File: src/eir_pkg.sv
// Constants and types for the encoder, I/O routing and driver control block
// What this block does
// - Done-low selected: line 1 low, unless lower routing is on, and green lamp lit when idle within limits.
// - Idle means no pending commands and no active motion.
// - Opcode 187 selects done-low; accepted from either thread.
// - Enable-driver command restores a driver cut by command, kill or over-voltage.
// - Driver is enabled after reset without any command.
// - Opcode 227 enables the driver; thread 1 only.
// - Upper routing drives encoder A, B, index onto lines 4, 5, 6.
// - Bit set or clear on routed lines is refused.
// - Routing is refused while any target line is an output.
// - Mode 2 int ABZ, 3 ext ABZ, 4 off, 5 int AB, 6 ext AB.
// - Modes 3 and 6 only with a serial encoder port fitted.
// - Combined variant: routing also selects encoder reading into registers 200/201.
// - Combined variant: of routing and external-encoder select, the last executed one wins.
// - Opcode 192 carries mode, index state, reserved; last two must be zero.
// - Code 170 routes internal encoder to lower lines; optional per variant.
// - Thread 1 is held while motion runs, by default.
// - With multi-tasking on, thread 1 continues during motion.
// - Multi-tasking is independent of multi-threading.
// - Opcode 225 enables multi-tasking; thread 1 only.
// - Lower routing puts encoder A, B, index on lines 1, 2, 3.
// - Routing and bit-output conflicts raise command error and stop the program.
package eir_pkg;

	localparam int NUM_IO = 6;

	// Opcodes
	localparam logic [7:0] OPC_ROUTE_LOWER = 8'haa;
	localparam logic [7:0] OPC_DONE_LOW = 8'hbb;
	localparam logic [7:0] OPC_ROUTE_UPPER = 8'hc0;
	localparam logic [7:0] OPC_MT_ON = 8'he1;
	localparam logic [7:0] OPC_MT_OFF = 8'he2;
	localparam logic [7:0] OPC_DRV_ON = 8'he3;
	localparam logic [7:0] OPC_DRV_OFF = 8'he4;
	localparam logic [7:0] OPC_DONE_HIGH = 8'hfb;
	localparam logic [7:0] OPC_SEL_EXT_DEF = 8'hc1;

	// Register byte offsets
	localparam logic [7:0] REG_CTRL = 8'h00;
	localparam logic [7:0] REG_IO_DIR = 8'h04;
	localparam logic [7:0] REG_BIT_SET = 8'h08;
	localparam logic [7:0] REG_BIT_CLR = 8'h0c;
	localparam logic [7:0] REG_STATUS = 8'h10;

	// Control fields
	localparam int CTRL_LOWER_OK = 0;
	localparam int CTRL_COMBINED = 1;
	localparam logic [1:0] CTRL_RESET = 2'h1;

	// Status fields
	localparam int ST_ERR = 0;
	localparam int ST_DRV = 1;
	localparam int ST_MT = 2;
	localparam int ST_LOWER = 3;
	localparam int ST_DONE_LSB = 4;
	localparam int ST_MODE_LSB = 6;
	localparam int ST_ENC_READ = 9;
	localparam int ST_SSI = 10;

	// Routing modes
	typedef enum logic [2:0] {
		MODE_OFF = 3'h0,
		MODE_INT_ABZ = 3'h2,
		MODE_EXT_ABZ = 3'h3,
		MODE_DISABLE = 3'h4,
		MODE_INT_AB = 3'h5,
		MODE_EXT_AB = 3'h6
	} eir_mode_t;

	typedef enum logic [1:0] {
		DONE_NONE = 2'h0,
		DONE_HIGH = 2'h1,
		DONE_LOW = 2'h2
	} eir_done_t;

	localparam int LINE_A_LO = 0;
	localparam int LINE_A_HI = 3;
	localparam logic [5:0] MASK_LOWER = 6'h07;
	localparam logic [5:0] MASK_UPPER = 6'h38;

endpackage : eir_pkg

File: src/eir_sync.sv
// Two-stage synchroniser for pin inputs
`timescale 1ns/1ps
module eir_sync #(
	parameter int W = 1
) (
	input wire logic i_clk,
	input wire logic i_rst,
	input wire logic [W-1:0] i_d,
	output logic [W-1:0] o_q
);
	logic [W-1:0] meta_q;

	always_ff @(posedge i_clk or posedge i_rst) begin
		if (i_rst) begin
			meta_q <= '0;
		end else begin
			meta_q <= i_d;
		end
	end

	always_ff @(posedge i_clk or posedge i_rst) begin
		if (i_rst) begin
			o_q <= '0;
		end else begin
			o_q <= meta_q;
		end
	end
endmodule : eir_sync

File: src/eir_ctrl.sv
// Command decode, done indication, driver enable, encoder routing and multi-tasking
`timescale 1ns/1ps
module eir_ctrl #(
	parameter logic [7:0] P_OPC_SEL_EXT = eir_pkg::OPC_SEL_EXT_DEF
) (
	input wire logic I_SYS_CLK,
	input wire logic I_RESET,
	input wire logic I_CMD_VALID,
	input wire logic [7:0] I_CMD_OPCODE,
	input wire logic I_CMD_THREAD2,
	input wire logic [15:0] I_CMD_P0,
	input wire logic [15:0] I_CMD_P1,
	input wire logic [15:0] I_CMD_P2,
	output logic O_ACK,
	output logic O_CMD_ERR,
	output logic O_PROG_ABORT,
	input wire logic I_CMD_PENDING,
	input wire logic I_MOTION_ACTIVE,
	input wire logic I_IN_LIMITS,
	input wire logic I_KILL_MOTOR,
	input wire logic I_OVER_VOLTAGE,
	input wire logic I_SSI_FITTED,
	input wire logic I_ENC_A,
	input wire logic I_ENC_B,
	input wire logic I_ENC_Z,
	input wire logic I_EXT_A,
	input wire logic I_EXT_B,
	input wire logic I_EXT_Z,
	output logic [eir_pkg::NUM_IO-1:0] O_IO_OUT,
	output logic [eir_pkg::NUM_IO-1:0] O_IO_OE_N,
	output logic O_LED_GREEN,
	output logic O_DRIVER_EN,
	output logic O_MULTITASK,
	output logic O_THREAD1_HOLD,
	output logic O_ENC_READ_SEL,
	input wire logic [7:0] I_ADDR,
	input wire logic [31:0] I_WDATA,
	input wire logic I_WR,
	input wire logic I_RD,
	output logic [31:0] O_RDATA
);
	import eir_pkg::*;

	////////////////////////////////////////////////////////////////////////
	// Pin synchronisers

	logic [6:0] pins_s;
	logic enc_a_s, enc_b_s, enc_z_s, ext_a_s, ext_b_s, ext_z_s, ssi_s;

	eir_sync #(.W(7)) u_sync (
		.i_clk(I_SYS_CLK),
		.i_rst(I_RESET),
		.i_d({I_SSI_FITTED, I_EXT_Z, I_EXT_B, I_EXT_A, I_ENC_Z, I_ENC_B, I_ENC_A}),
		.o_q(pins_s)
	);

	assign {ssi_s, ext_z_s, ext_b_s, ext_a_s, enc_z_s, enc_b_s, enc_a_s} = pins_s;

	////////////////////////////////////////////////////////////////////////
	// State

	logic [1:0] ctrl_q;
	logic [NUM_IO-1:0] io_dir_q;
	logic [NUM_IO-1:0] bit_out_q;
	logic err_q;
	logic drv_en_q;
	logic mt_q;
	logic lower_q;
	logic enc_read_q;
	eir_done_t done_q;
	eir_mode_t mode_q;

	////////////////////////////////////////////////////////////////////////
	// Command decode

	logic is_t1;
	logic hit_done_low, hit_done_high, hit_drv_on, hit_drv_off, hit_mt_on, hit_mt_off;
	logic hit_upper, hit_lower, hit_sel;
	logic upper_ok, lower_ok, sel_ok;
	logic [15:0] mode_w;
	logic mode_ext, mode_route, mode_legal;
	logic cmd_known, cmd_accept, cmd_fail;

	assign is_t1 = !I_CMD_THREAD2;
	assign mode_w = I_CMD_P0;
	assign hit_done_low = I_CMD_VALID && I_CMD_OPCODE == OPC_DONE_LOW;
	assign hit_done_high = I_CMD_VALID && I_CMD_OPCODE == OPC_DONE_HIGH;
	assign hit_drv_on = I_CMD_VALID && I_CMD_OPCODE == OPC_DRV_ON;
	assign hit_drv_off = I_CMD_VALID && I_CMD_OPCODE == OPC_DRV_OFF;
	assign hit_mt_on = I_CMD_VALID && I_CMD_OPCODE == OPC_MT_ON;
	assign hit_mt_off = I_CMD_VALID && I_CMD_OPCODE == OPC_MT_OFF;
	assign hit_upper = I_CMD_VALID && I_CMD_OPCODE == OPC_ROUTE_UPPER;
	assign hit_lower = I_CMD_VALID && I_CMD_OPCODE == OPC_ROUTE_LOWER;
	assign hit_sel = I_CMD_VALID && I_CMD_OPCODE == P_OPC_SEL_EXT;

	// Mode word check
	assign mode_ext = mode_w == 16'(MODE_EXT_ABZ) || mode_w == 16'(MODE_EXT_AB);
	assign mode_route = mode_ext || mode_w == 16'(MODE_INT_ABZ) || mode_w == 16'(MODE_INT_AB);
	assign mode_legal = mode_route || mode_w == 16'(MODE_DISABLE);

	// Routing refused while a target line is an output
	assign upper_ok = is_t1 && mode_legal && I_CMD_P1 == 16'h0000 && I_CMD_P2 == 16'h0000
		&& !(mode_ext && !ssi_s)
		&& !(mode_route && |(io_dir_q & MASK_UPPER));
	assign lower_ok = ctrl_q[CTRL_LOWER_OK] && !(|(io_dir_q & MASK_LOWER));
	assign sel_ok = is_t1;

	assign cmd_known = hit_done_low || hit_done_high || hit_drv_on || hit_drv_off || hit_mt_on
		|| hit_mt_off || hit_upper || hit_lower || hit_sel;
	assign cmd_accept = hit_done_low || hit_done_high
		|| ((hit_drv_on || hit_drv_off || hit_mt_on || hit_mt_off) && is_t1)
		|| (hit_upper && upper_ok) || (hit_lower && lower_ok) || (hit_sel && sel_ok);
	assign cmd_fail = cmd_known && !cmd_accept;

	////////////////////////////////////////////////////////////////////////
	// Bit output access from the register port

	logic wr_set, wr_clr, bit_conflict, routed_hit;
	logic [NUM_IO-1:0] routed_mask;

	assign routed_mask = (lower_q ? MASK_LOWER : 6'h00)
		| ((mode_q != MODE_OFF && mode_q != MODE_DISABLE) ? MASK_UPPER : 6'h00);
	assign wr_set = I_WR && I_ADDR == REG_BIT_SET;
	assign wr_clr = I_WR && I_ADDR == REG_BIT_CLR;
	assign routed_hit = |(I_WDATA[NUM_IO-1:0] & routed_mask);
	assign bit_conflict = (wr_set || wr_clr) && routed_hit;

	////////////////////////////////////////////////////////////////////////
	// Answers

	always_ff @(posedge I_SYS_CLK or posedge I_RESET) begin
		if (I_RESET) begin
			O_ACK <= 1'b0;
			O_CMD_ERR <= 1'b0;
			O_PROG_ABORT <= 1'b0;
		end else begin
			O_ACK <= cmd_accept;
			O_CMD_ERR <= cmd_fail || bit_conflict;
			O_PROG_ABORT <= cmd_fail || bit_conflict;
		end
	end

	// Sticky error, a new error wins over the clear
	always_ff @(posedge I_SYS_CLK or posedge I_RESET) begin
		if (I_RESET) begin
			err_q <= 1'b0;
		end else if (cmd_fail || bit_conflict) begin
			err_q <= 1'b1;
		end else if (I_WR && I_ADDR == REG_STATUS && I_WDATA[ST_ERR]) begin
			err_q <= 1'b0;
		end
	end

	////////////////////////////////////////////////////////////////////////
	// Done indication mode

	always_ff @(posedge I_SYS_CLK or posedge I_RESET) begin
		if (I_RESET) begin
			done_q <= DONE_NONE;
		end else if (hit_done_low) begin
			done_q <= DONE_LOW;
		end else if (hit_done_high) begin
			done_q <= DONE_HIGH;
		end
	end

	////////////////////////////////////////////////////////////////////////
	// Driver enable; any disable source wins over enable

	always_ff @(posedge I_SYS_CLK or posedge I_RESET) begin
		if (I_RESET) begin
			drv_en_q <= 1'b1;
		end else if ((hit_drv_off && is_t1) || I_KILL_MOTOR || I_OVER_VOLTAGE) begin
			drv_en_q <= 1'b0;
		end else if (hit_drv_on && is_t1) begin
			drv_en_q <= 1'b1;
		end
	end

	////////////////////////////////////////////////////////////////////////
	// Multi-tasking, unrelated to thread 2 activity

	always_ff @(posedge I_SYS_CLK or posedge I_RESET) begin
		if (I_RESET) begin
			mt_q <= 1'b0;
		end else if (hit_mt_on && is_t1) begin
			mt_q <= 1'b1;
		end else if (hit_mt_off && is_t1) begin
			mt_q <= 1'b0;
		end
	end

	////////////////////////////////////////////////////////////////////////
	// Encoder routing; in the combined variant the last executed of routing or select wins

	always_ff @(posedge I_SYS_CLK or posedge I_RESET) begin
		if (I_RESET) begin
			mode_q <= MODE_OFF;
			enc_read_q <= 1'b0;
		end else if (hit_upper && upper_ok) begin
			mode_q <= eir_mode_t'(mode_w[2:0]);
			if (ctrl_q[CTRL_COMBINED]) begin
				enc_read_q <= mode_w != 16'(MODE_DISABLE);
			end
		end else if (hit_sel && sel_ok) begin
			enc_read_q <= 1'b1;
			if (ctrl_q[CTRL_COMBINED]) begin
				mode_q <= MODE_OFF;
			end
		end
	end

	always_ff @(posedge I_SYS_CLK or posedge I_RESET) begin
		if (I_RESET) begin
			lower_q <= 1'b0;
		end else if (hit_lower && lower_ok) begin
			lower_q <= 1'b1;
		end
	end

	////////////////////////////////////////////////////////////////////////
	// Register port writes

	always_ff @(posedge I_SYS_CLK or posedge I_RESET) begin
		if (I_RESET) begin
			ctrl_q <= CTRL_RESET;
		end else if (I_WR && I_ADDR == REG_CTRL) begin
			ctrl_q <= I_WDATA[1:0];
		end
	end

	always_ff @(posedge I_SYS_CLK or posedge I_RESET) begin
		if (I_RESET) begin
			io_dir_q <= '0;
		end else if (I_WR && I_ADDR == REG_IO_DIR) begin
			io_dir_q <= I_WDATA[NUM_IO-1:0];
		end
	end

	always_ff @(posedge I_SYS_CLK or posedge I_RESET) begin
		if (I_RESET) begin
			bit_out_q <= '0;
		end else if (wr_set && !routed_hit) begin
			bit_out_q <= bit_out_q | I_WDATA[NUM_IO-1:0];
		end else if (wr_clr && !routed_hit) begin
			bit_out_q <= bit_out_q & ~I_WDATA[NUM_IO-1:0];
		end
	end

	////////////////////////////////////////////////////////////////////////
	// Done and line drive

	logic idle, done;
	logic [NUM_IO-1:0] line_val, line_drv;
	logic [NUM_IO-1:0] enc_src;
	logic upper_on, upper_z;

	assign idle = !I_CMD_PENDING && !I_MOTION_ACTIVE;
	assign done = idle && I_IN_LIMITS;
	assign upper_on = mode_q == MODE_INT_ABZ || mode_q == MODE_EXT_ABZ
		|| mode_q == MODE_INT_AB || mode_q == MODE_EXT_AB;
	assign upper_z = mode_q == MODE_INT_ABZ || mode_q == MODE_EXT_ABZ;
	// Placed on lines 4-6 so each line indexes its own bit
	assign enc_src = (mode_q == MODE_EXT_ABZ || mode_q == MODE_EXT_AB)
		? {ext_z_s, ext_b_s, ext_a_s, 3'h0} : {enc_z_s, enc_b_s, enc_a_s, 3'h0};

	genvar gi;
	generate
		for (gi = 0; gi < NUM_IO; gi++) begin : g_line
			always_comb begin
				line_val[gi] = bit_out_q[gi];
				line_drv[gi] = io_dir_q[gi];
				if (gi < LINE_A_HI && lower_q) begin
					line_val[gi] = (gi == 0) ? enc_a_s : (gi == 1) ? enc_b_s : enc_z_s;
					line_drv[gi] = 1'b1;
				end else if (gi >= LINE_A_HI && upper_on && (gi < NUM_IO - 1 || upper_z)) begin
					line_val[gi] = enc_src[gi];
					line_drv[gi] = 1'b1;
				end else if (gi == LINE_A_LO && done_q != DONE_NONE) begin
					line_val[gi] = (done_q == DONE_LOW) ? !done : done;
					line_drv[gi] = 1'b1;
				end
			end
		end
	endgenerate

	always_ff @(posedge I_SYS_CLK or posedge I_RESET) begin
		if (I_RESET) begin
			O_IO_OUT <= '0;
			O_IO_OE_N <= '1;
		end else begin
			O_IO_OUT <= line_val;
			O_IO_OE_N <= ~line_drv;
		end
	end

	always_ff @(posedge I_SYS_CLK or posedge I_RESET) begin
		if (I_RESET) begin
			O_LED_GREEN <= 1'b0;
			O_DRIVER_EN <= 1'b0;
			O_MULTITASK <= 1'b0;
			O_THREAD1_HOLD <= 1'b0;
			O_ENC_READ_SEL <= 1'b0;
		end else begin
			O_LED_GREEN <= done_q != DONE_NONE && done;
			O_DRIVER_EN <= drv_en_q;
			O_MULTITASK <= mt_q;
			O_THREAD1_HOLD <= I_MOTION_ACTIVE && !mt_q;
			O_ENC_READ_SEL <= enc_read_q;
		end
	end

	////////////////////////////////////////////////////////////////////////
	// Register port reads, one cycle later

	logic [31:0] rd_mux;

	always_comb begin
		rd_mux = 32'h0000_0000;
		case (I_ADDR)
			REG_CTRL: rd_mux[1:0] = ctrl_q;
			REG_IO_DIR: rd_mux[NUM_IO-1:0] = io_dir_q;
			REG_BIT_SET: rd_mux[NUM_IO-1:0] = bit_out_q;
			REG_STATUS: begin
				rd_mux[ST_ERR] = err_q;
				rd_mux[ST_DRV] = drv_en_q;
				rd_mux[ST_MT] = mt_q;
				rd_mux[ST_LOWER] = lower_q;
				rd_mux[ST_DONE_LSB +: 2] = done_q;
				rd_mux[ST_MODE_LSB +: 3] = mode_q;
				rd_mux[ST_ENC_READ] = enc_read_q;
				rd_mux[ST_SSI] = ssi_s;
			end
			default: rd_mux = 32'h0000_0000;
		endcase
	end

	always_ff @(posedge I_SYS_CLK or posedge I_RESET) begin
		if (I_RESET) begin
			O_RDATA <= 32'h0000_0000;
		end else if (I_RD) begin
			O_RDATA <= rd_mux;
		end else begin
			O_RDATA <= 32'h0000_0000;
		end
	end

endmodule : eir_ctrl

File: config.mk
export PLATFORM = sky130hd
export DESIGN_NAME = eir_ctrl
export DESIGN_NICKNAME = d
export VERILOG_FILES = /design/src/eir_pkg.sv /design/src/eir_sync.sv /design/src/eir_ctrl.sv
export SDC_FILE = /design/constraint.sdc
export NUM_CORES = 1
export LEC_CHECK = 0
export BUFFER_PORTS_ARGS = -buffer_cell sky130_fd_sc_hd__buf_2
export CORE_UTILIZATION = 41
export CTS_CLUSTER_SIZE = 24
export DETAILED_ROUTE_END_ITERATION = 16
export GPL_ROUTABILITY_DRIVEN = 0
export GPL_TIMING_DRIVEN = 1
export PLACE_DENSITY = 0.77
export RECOVER_POWER = 50
export SLEW_MARGIN = 20
export SYNTH_ARGS = -nofsm -noshare
export SYNTH_HDL_FRONTEND = slang
export SYNTH_SLANG_ARGS = --single-unit
File: constraint.sdc
create_clock -name I_SYS_CLK -period 2.17 [get_ports I_SYS_CLK]
set_input_delay 0.434 -clock I_SYS_CLK [delete_from_list [all_inputs] [get_ports I_SYS_CLK]]
set_output_delay 0.434 -clock I_SYS_CLK [all_outputs]
set_load 0.05 [all_outputs]
==> flow_summary.toml, run 1 <==
[sta]
rsz0062_at_grt = "false"
hold_viol = 0
worst_pin_slew_ns = 1.59
setup_slack_ns = 0.230
fmaxAchievable_mhz = 516
finClkSkew_ns = 0.0121
min_period_ns = 1.94
maxSlewHeadroom_pct = -6.08
slew_violations = 69
setup_tns_ns = 0
finalSetupViolations = 0
finalCritPeriodShare_pct = 89.4
whs_ns = 0.196

[routing]
viasPerCell = 5.03
drc = 0
antenna_violating_nets_post_route = 0
wirelength_um = 7740
first_pass_iters = 4
routedWlPerCell_um = 14.9
num_vias = 2617
drtIter0Drc = 212

[setup_path]
reg2reg_depth = 5
critPathTopFamily = "simple AND/OR/NAND/NOR gates"
cp.buffers_inverters = 0
max_stage_delay_ns = 0.59
cp_max_fo = 3
crit_required_ns = 2.38
worstSetupPathType = "flip-flop to flip-flop"
start_kind = "flip-flop"
cpMaxStageDelayCell = "or4b_2"
path_cells = "or4b_2, nor4_1, a2111oi_0, o21ai_0, o21ai_0"
r2r_start = "ctrl_q[0]"
critPathCaptureType = "flip-flop"
cp.arrival_ns = 2.15
worst-path-stages = 5
cp_common_cell = "o21ai_0"
crit_path_start = "ctrl_q[0]"

[pwr]
sw_frac_of_total_pct = 27.6
seqPwrFrac_pct = 48.3
finalPower_mw = 2.82
p_comb_share_pct = 13.7
p_leak_nw = 1.98
intPower_mw = 2.04
clockPowerShare_pct = 38.0
power.density_nw_per_um2 = 695
p_sw_mw = 0.778
ir_drop_uv = 338

[synthesis]
netlist_area_um2 = 3190
synth_top_cells_by_area = "dfrtp_1 47%, dfstp_2 6.6%, buf_4 5.4%"
synth.top_cell.area_share_pct = 47.0
synth_cell_types = 51
avgSynthCellArea_um2 = 11.1
synth_warnings = 0
yosys-top-cells-count = "60 x dfrtp_1, 27 x nand2_1, 23 x buf_4, 16 x nor2_1, 15 x nor4_1"
synth_top_area_cell = "dfrtp_1"
yosysMostFrequentCell = "dfrtp_1"
syn_inst = 288
synth_enable_flop_cells = 0
async_flop_share_pct = 100
synthFlopType = "dfrtp_1"
ys_seq_elements = 68
yosysSeqAreaShare_pct = 53.6

[hold_path]
worstHoldPathCells = 1
hold_class = "input pin to flip-flop"
hold_start = "I_EXT_A"

[floorplanning]
fp.dieW_um = 90.3
design.core.area_um2 = 7410
start_util_pct = 43.1
die-area_um2 = 8150
die_height_um = 90.3
io_pins = 166
rows = 31

[clocking]
cts_tree = "done"
hold_buffers = 0
cts_setup_buffers = 0
cts_made_buffers = 9
clock_latency_ns = 0.34
htree_levels = 3
ctsResizeCount = 0
cts_sinks = 68
clk_path_buf_depth = 2
root_buffer = "clkbuf_8"
clkSlewWorstSetupHoldPaths_ns = 0.08

[placed_design]
port_buffers = 118
dpl_cell_area_um2 = 3850
dp_cells = 504
hpwl_um = 5880
post-place-ws_ns = 0.0354

[cells_and_area]
final_util_pct = 54.7
fin_nets = 530
stdcell_count = 520
register_area_um2 = 1710
syn2layout_area_growth_pct = 26.9
multi_input_area_um2 = 1320
n_antenna_cell = 0
fill_cells = 675
fin_area_um2 = 4050
drive_gt1_share_pct = 40.9

[global_route]
grt-ovfl-total = 0
grt_max_degree = 69
grt_pass1_vias = 2544
track_usage_pct = 20.0
grt_pass1_wl_um = 12500
antenna_found_initial = 0

[status]
violations = "capacitance limit, slew limit"
status = "finished, violations left"

[flow_run]
cap_violations = 1
[cells in the final DEF, fill, tap and decap left out, types with 3 or more instances in the layout]
master / instances
o21ai_0: 11
nor4_1: 15
buf_4: 8
nand4_1: 7
mux2i_1: 14
nor2_1: 16
a21oi_1: 11
nand2_1: 27
buf_2: 118
a222oi_1: 4
nand2b_1: 8
clkinvlp_4: 4
conb_1: 21
nor3_1: 5
nand3_1: 4
xnor2_1: 3
dfrtp_1: 60
clkbuf_8: 11
nor2b_1: 3
mux2_4: 6
mux2_2: 5
and3_1: 6
inv_1: 8
dfstp_2: 8
[cell type report]
| cell class | count | share of cell area, % |
|---|---|---|
| timing repair buffer | 127 | 16.2 |
| multi-input combinational | 202 | 32.6 |
| inverter | 8 | 0.741 |
| clock inverter | 5 | 1.48 |
| sequential | 68 | 42.2 |
| tap | 99 | 3.06 |
| clock buffer | 11 | 3.74 |
[power by group through the flow]
stage	Combinational [mW]	Clock (mW)	Sequential [mW]
2_1_floorplan	0.212	0	1.43
3_3_place_gp	0.382	0	1.38
3_5_place_dp	0.390	0	1.38
4_1_cts	0.392	1.09	1.36
5_1_grt	0.415	1.14	1.36
6_report	0.387	1.07	1.36
[per-layer routing]
metal | wire (um) | part of all wire [%] | global-route usage (%) | vias to the layer above
li1 | - | - | - | 1257
met1 | 3480 | 45 | 26.9 | 1229
met2 | 3540 | 46 | 29.8 | 114
met3 | 530 | 6.8 | 5.13 | 17
met4 | 192 | 2.5 | 10.2 | 0
met5 | 0 | 0 | 0 | -
[registers in the layout (all words and copies together) (netlist names), named ones only]
| signal | cells |
|---|---|
| mt_q | 1 |
| O_ACK | 1 |
| O_RDATA | 11 |
| enc_read_q | 1 |
| O_PROG_ABORT | 1 |
| O_IO_OE_N | 6 |
| O_LED_GREEN | 1 |
| drv_en_q | 1 |
| ctrl_q | 2 |
| O_IO_OUT | 6 |
| mode_q | 3 |
| O_ENC_READ_SEL | 1 |
| O_THREAD1_HOLD | 1 |
| O_DRIVER_EN | 1 |
| lower_q | 1 |
| u_sync.o_q | 7 |
| O_MULTITASK | 1 |
| u_sync.meta_q | 7 |
| io_dir_q | 6 |
| done_q | 2 |
| err_q | 1 |
[logic make-up (layout without fill, tap and decap cells)]
family                 count (synthesis)  in the layout  share of synthesized area (%)
flip-flops                            68             68                           53.6
XOR/XNOR                               4              4                           1.10
other                                  1             21                          0.117
multiplexers                          25             25                           8.97
AND/OR/NAND/NOR                      110            110                           20.0
buffers and inverters                 38            151                           7.45
AO/OA/AOI/OAI                         42             42                           8.74
[final timing paths]
kind	end	slack, ns
max	O_PROG_ABORT	0.23
min	u_sync.meta_q[3]	0.20
max reg2reg	O_PROG_ABORT	0.23
min reg2reg	u_sync.o_q[3]	0.35
max in group asynchronous	io_dir_q[1]	0.58
min in group asynchronous	O_IO_OUT[5]	0.64
No activity file was read; power rests on OpenSTA's default activity.
==> run 2, diff against run 1 <==
--- a/config.mk
+++ b/config.mk
@@ -6,6 +6,7 @@
 export NUM_CORES = 1
 export LEC_CHECK = 0
 export BUFFER_PORTS_ARGS = -buffer_cell sky130_fd_sc_hd__buf_2
+export CORE_MARGIN = 5
 export CORE_UTILIZATION = 41
 export CTS_CLUSTER_SIZE = 24
 export DETAILED_ROUTE_END_ITERATION = 16
==> run 2 against run 1 <==
Fmax grew 1.6%; highest routed layer unchanged; critical path type unchanged; the flow still finishes with violations (capacitance limit, slew limit); wire length grew 5.0%; largest power group unchanged; global-route usage shrank 3.0 points; critical path depth is the same; sequential power is essentially flat; first-iteration DRC count shrank 47%; combinational power is essentially flat; die area grew 19%.
==> flow_summary.toml, run 2 (synthesized netlist as in run 1, its figures left out) <==
[status]
status = "finished, violations left"
violations = "capacitance limit, slew limit"

[floorplanning]
io_pins = 166
die-area_um2 = 9650
start_util_pct = 41.8
die_height_um = 98.3
design.core.area_um2 = 7650
fp.dieW_um = 98.3
rows = 32

[routing]
first_pass_iters = 6
num_vias = 2642
antenna_violating_nets_post_route = 0
drc = 0
wirelength_um = 8130
routedWlPerCell_um = 15.5
viasPerCell = 5.03
drtIter0Drc = 112

[placed_design]
dp_cells = 509
port_buffers = 118
hpwl_um = 6340

[sta]
whs_ns = 0.202
finalSetupViolations = 0
worst_pin_slew_ns = 1.61
min_period_ns = 1.91
rsz0062_at_grt = "false"
fmaxAchievable_mhz = 524
finClkSkew_ns = 0.00484
hold_viol = 0
finalCritPeriodShare_pct = 88.0
maxSlewHeadroom_pct = -7.22
setup_tns_ns = 0
slew_violations = 69

[clocking]
root_buffer = "clkbuf_8"
clock_latency_ns = 0.33
htree_levels = 3
clkSlewWorstSetupHoldPaths_ns = 0.07
cts_made_buffers = 9
clk_path_buf_depth = 2
cts_setup_buffers = 0
ctsResizeCount = 0
cts_tree = "done"
cts_sinks = 68
hold_buffers = 0

[global_route]
grt-ovfl-total = 0
grt_pass1_wl_um = 12900
track_usage_pct = 17.0
grt_max_degree = 69
grt_pass1_vias = 2630
antenna_found_initial = 0

[cells_and_area]
drive_gt1_share_pct = 40.2
stdcell_count = 525
top_register = "O_RDATA"
syn2layout_area_growth_pct = 25.9
largest_reg_flops = 11
layout_common_cells = "118 x buf_2, 60 x dfrtp_1, 27 x nand2_1, 21 x conb_1, 16 x nor2_1"
n_antenna_cell = 0
fin_nets = 532
layout_commonest_cell = "buf_2"
top_regs = "O_RDATA (11), u_sync.meta_q (7), u_sync.o_q (7)"

[hold_path]
hold_class = "input pin to flip-flop"

[setup_path]
crit_required_ns = 2.38
cp.arrival_ns = 2.12
worstSetupPathType = "flip-flop to flip-flop"
cp_max_fo = 3
start_kind = "flip-flop"
critPathCaptureType = "flip-flop"

[pwr]
ir_drop_uv = 344
power.density_nw_per_um2 = 655
p_leak_nw = 1.98
finalPower_mw = 2.63

[flow_run]
cap_violations = 1
run 2: metrics by stage:
stage,util (%),cell area [um^2],worst slack (ns)
floorplan,-,3270,0.0377
global placement,50.7,3870,0.00622
detailed placement,50.7,3870,-0.0118
CTS,52.8,4040,0.244
global route,52.6,4020,0.119
finish,52.6,4020,0.261
run 2: layout make-up:
cell class              instances  area, um^2
clock buffers                  14         153
clock inverters                 2        10.0
fillers                       696        3630
inverters                       8        30.0
multi-input cells             202        1320
flip-flops and latches         68        1710
well taps                     102         128
repair buffers                129         671
run 2: report_power, final:
part,switching [mW],internal [mW]
logic,0.267,0.120
registers,0.0343,1.33
clock network,0.443,0.444
run 2: path summary, 6_finish.rpt:
kind,cells after the start,slack [ns],to,startpoint
max,5,0.26,err_q,ctrl_q[0]
min,1,0.20,u_sync.meta_q[0],I_ENC_A
max reg2reg,5,0.26,err_q,ctrl_q[0]
min reg2reg,0,0.35,u_sync.o_q[4],u_sync.meta_q[4]
max in group asynchronous,3,0.56,done_q[0],I_RESET
min in group asynchronous,3,0.65,O_IO_OUT[4],I_RESET
run 2: critical path, stage by stage (launching register included):
cell and delay (ns):
dfstp_2 0.54, or4b_2 0.60, nor4_1 0.23, a2111oi_0 0.15
o21ai_0 0.16, o211ai_1 0.11
run 2: per-layer routing:
layer | routed length [um] | GRT usage [%] | share of wire [%] | vias to the layer above
li1 | - | - | - | 1275
met1 | 3430 | 22.1 | 42 | 1246
met2 | 3930 | 26.9 | 48 | 112
met3 | 672 | 5.36 | 8.3 | 9
met4 | 101 | 6.41 | 1.2 | 0
met5 | 0 | 0 | 0 | -
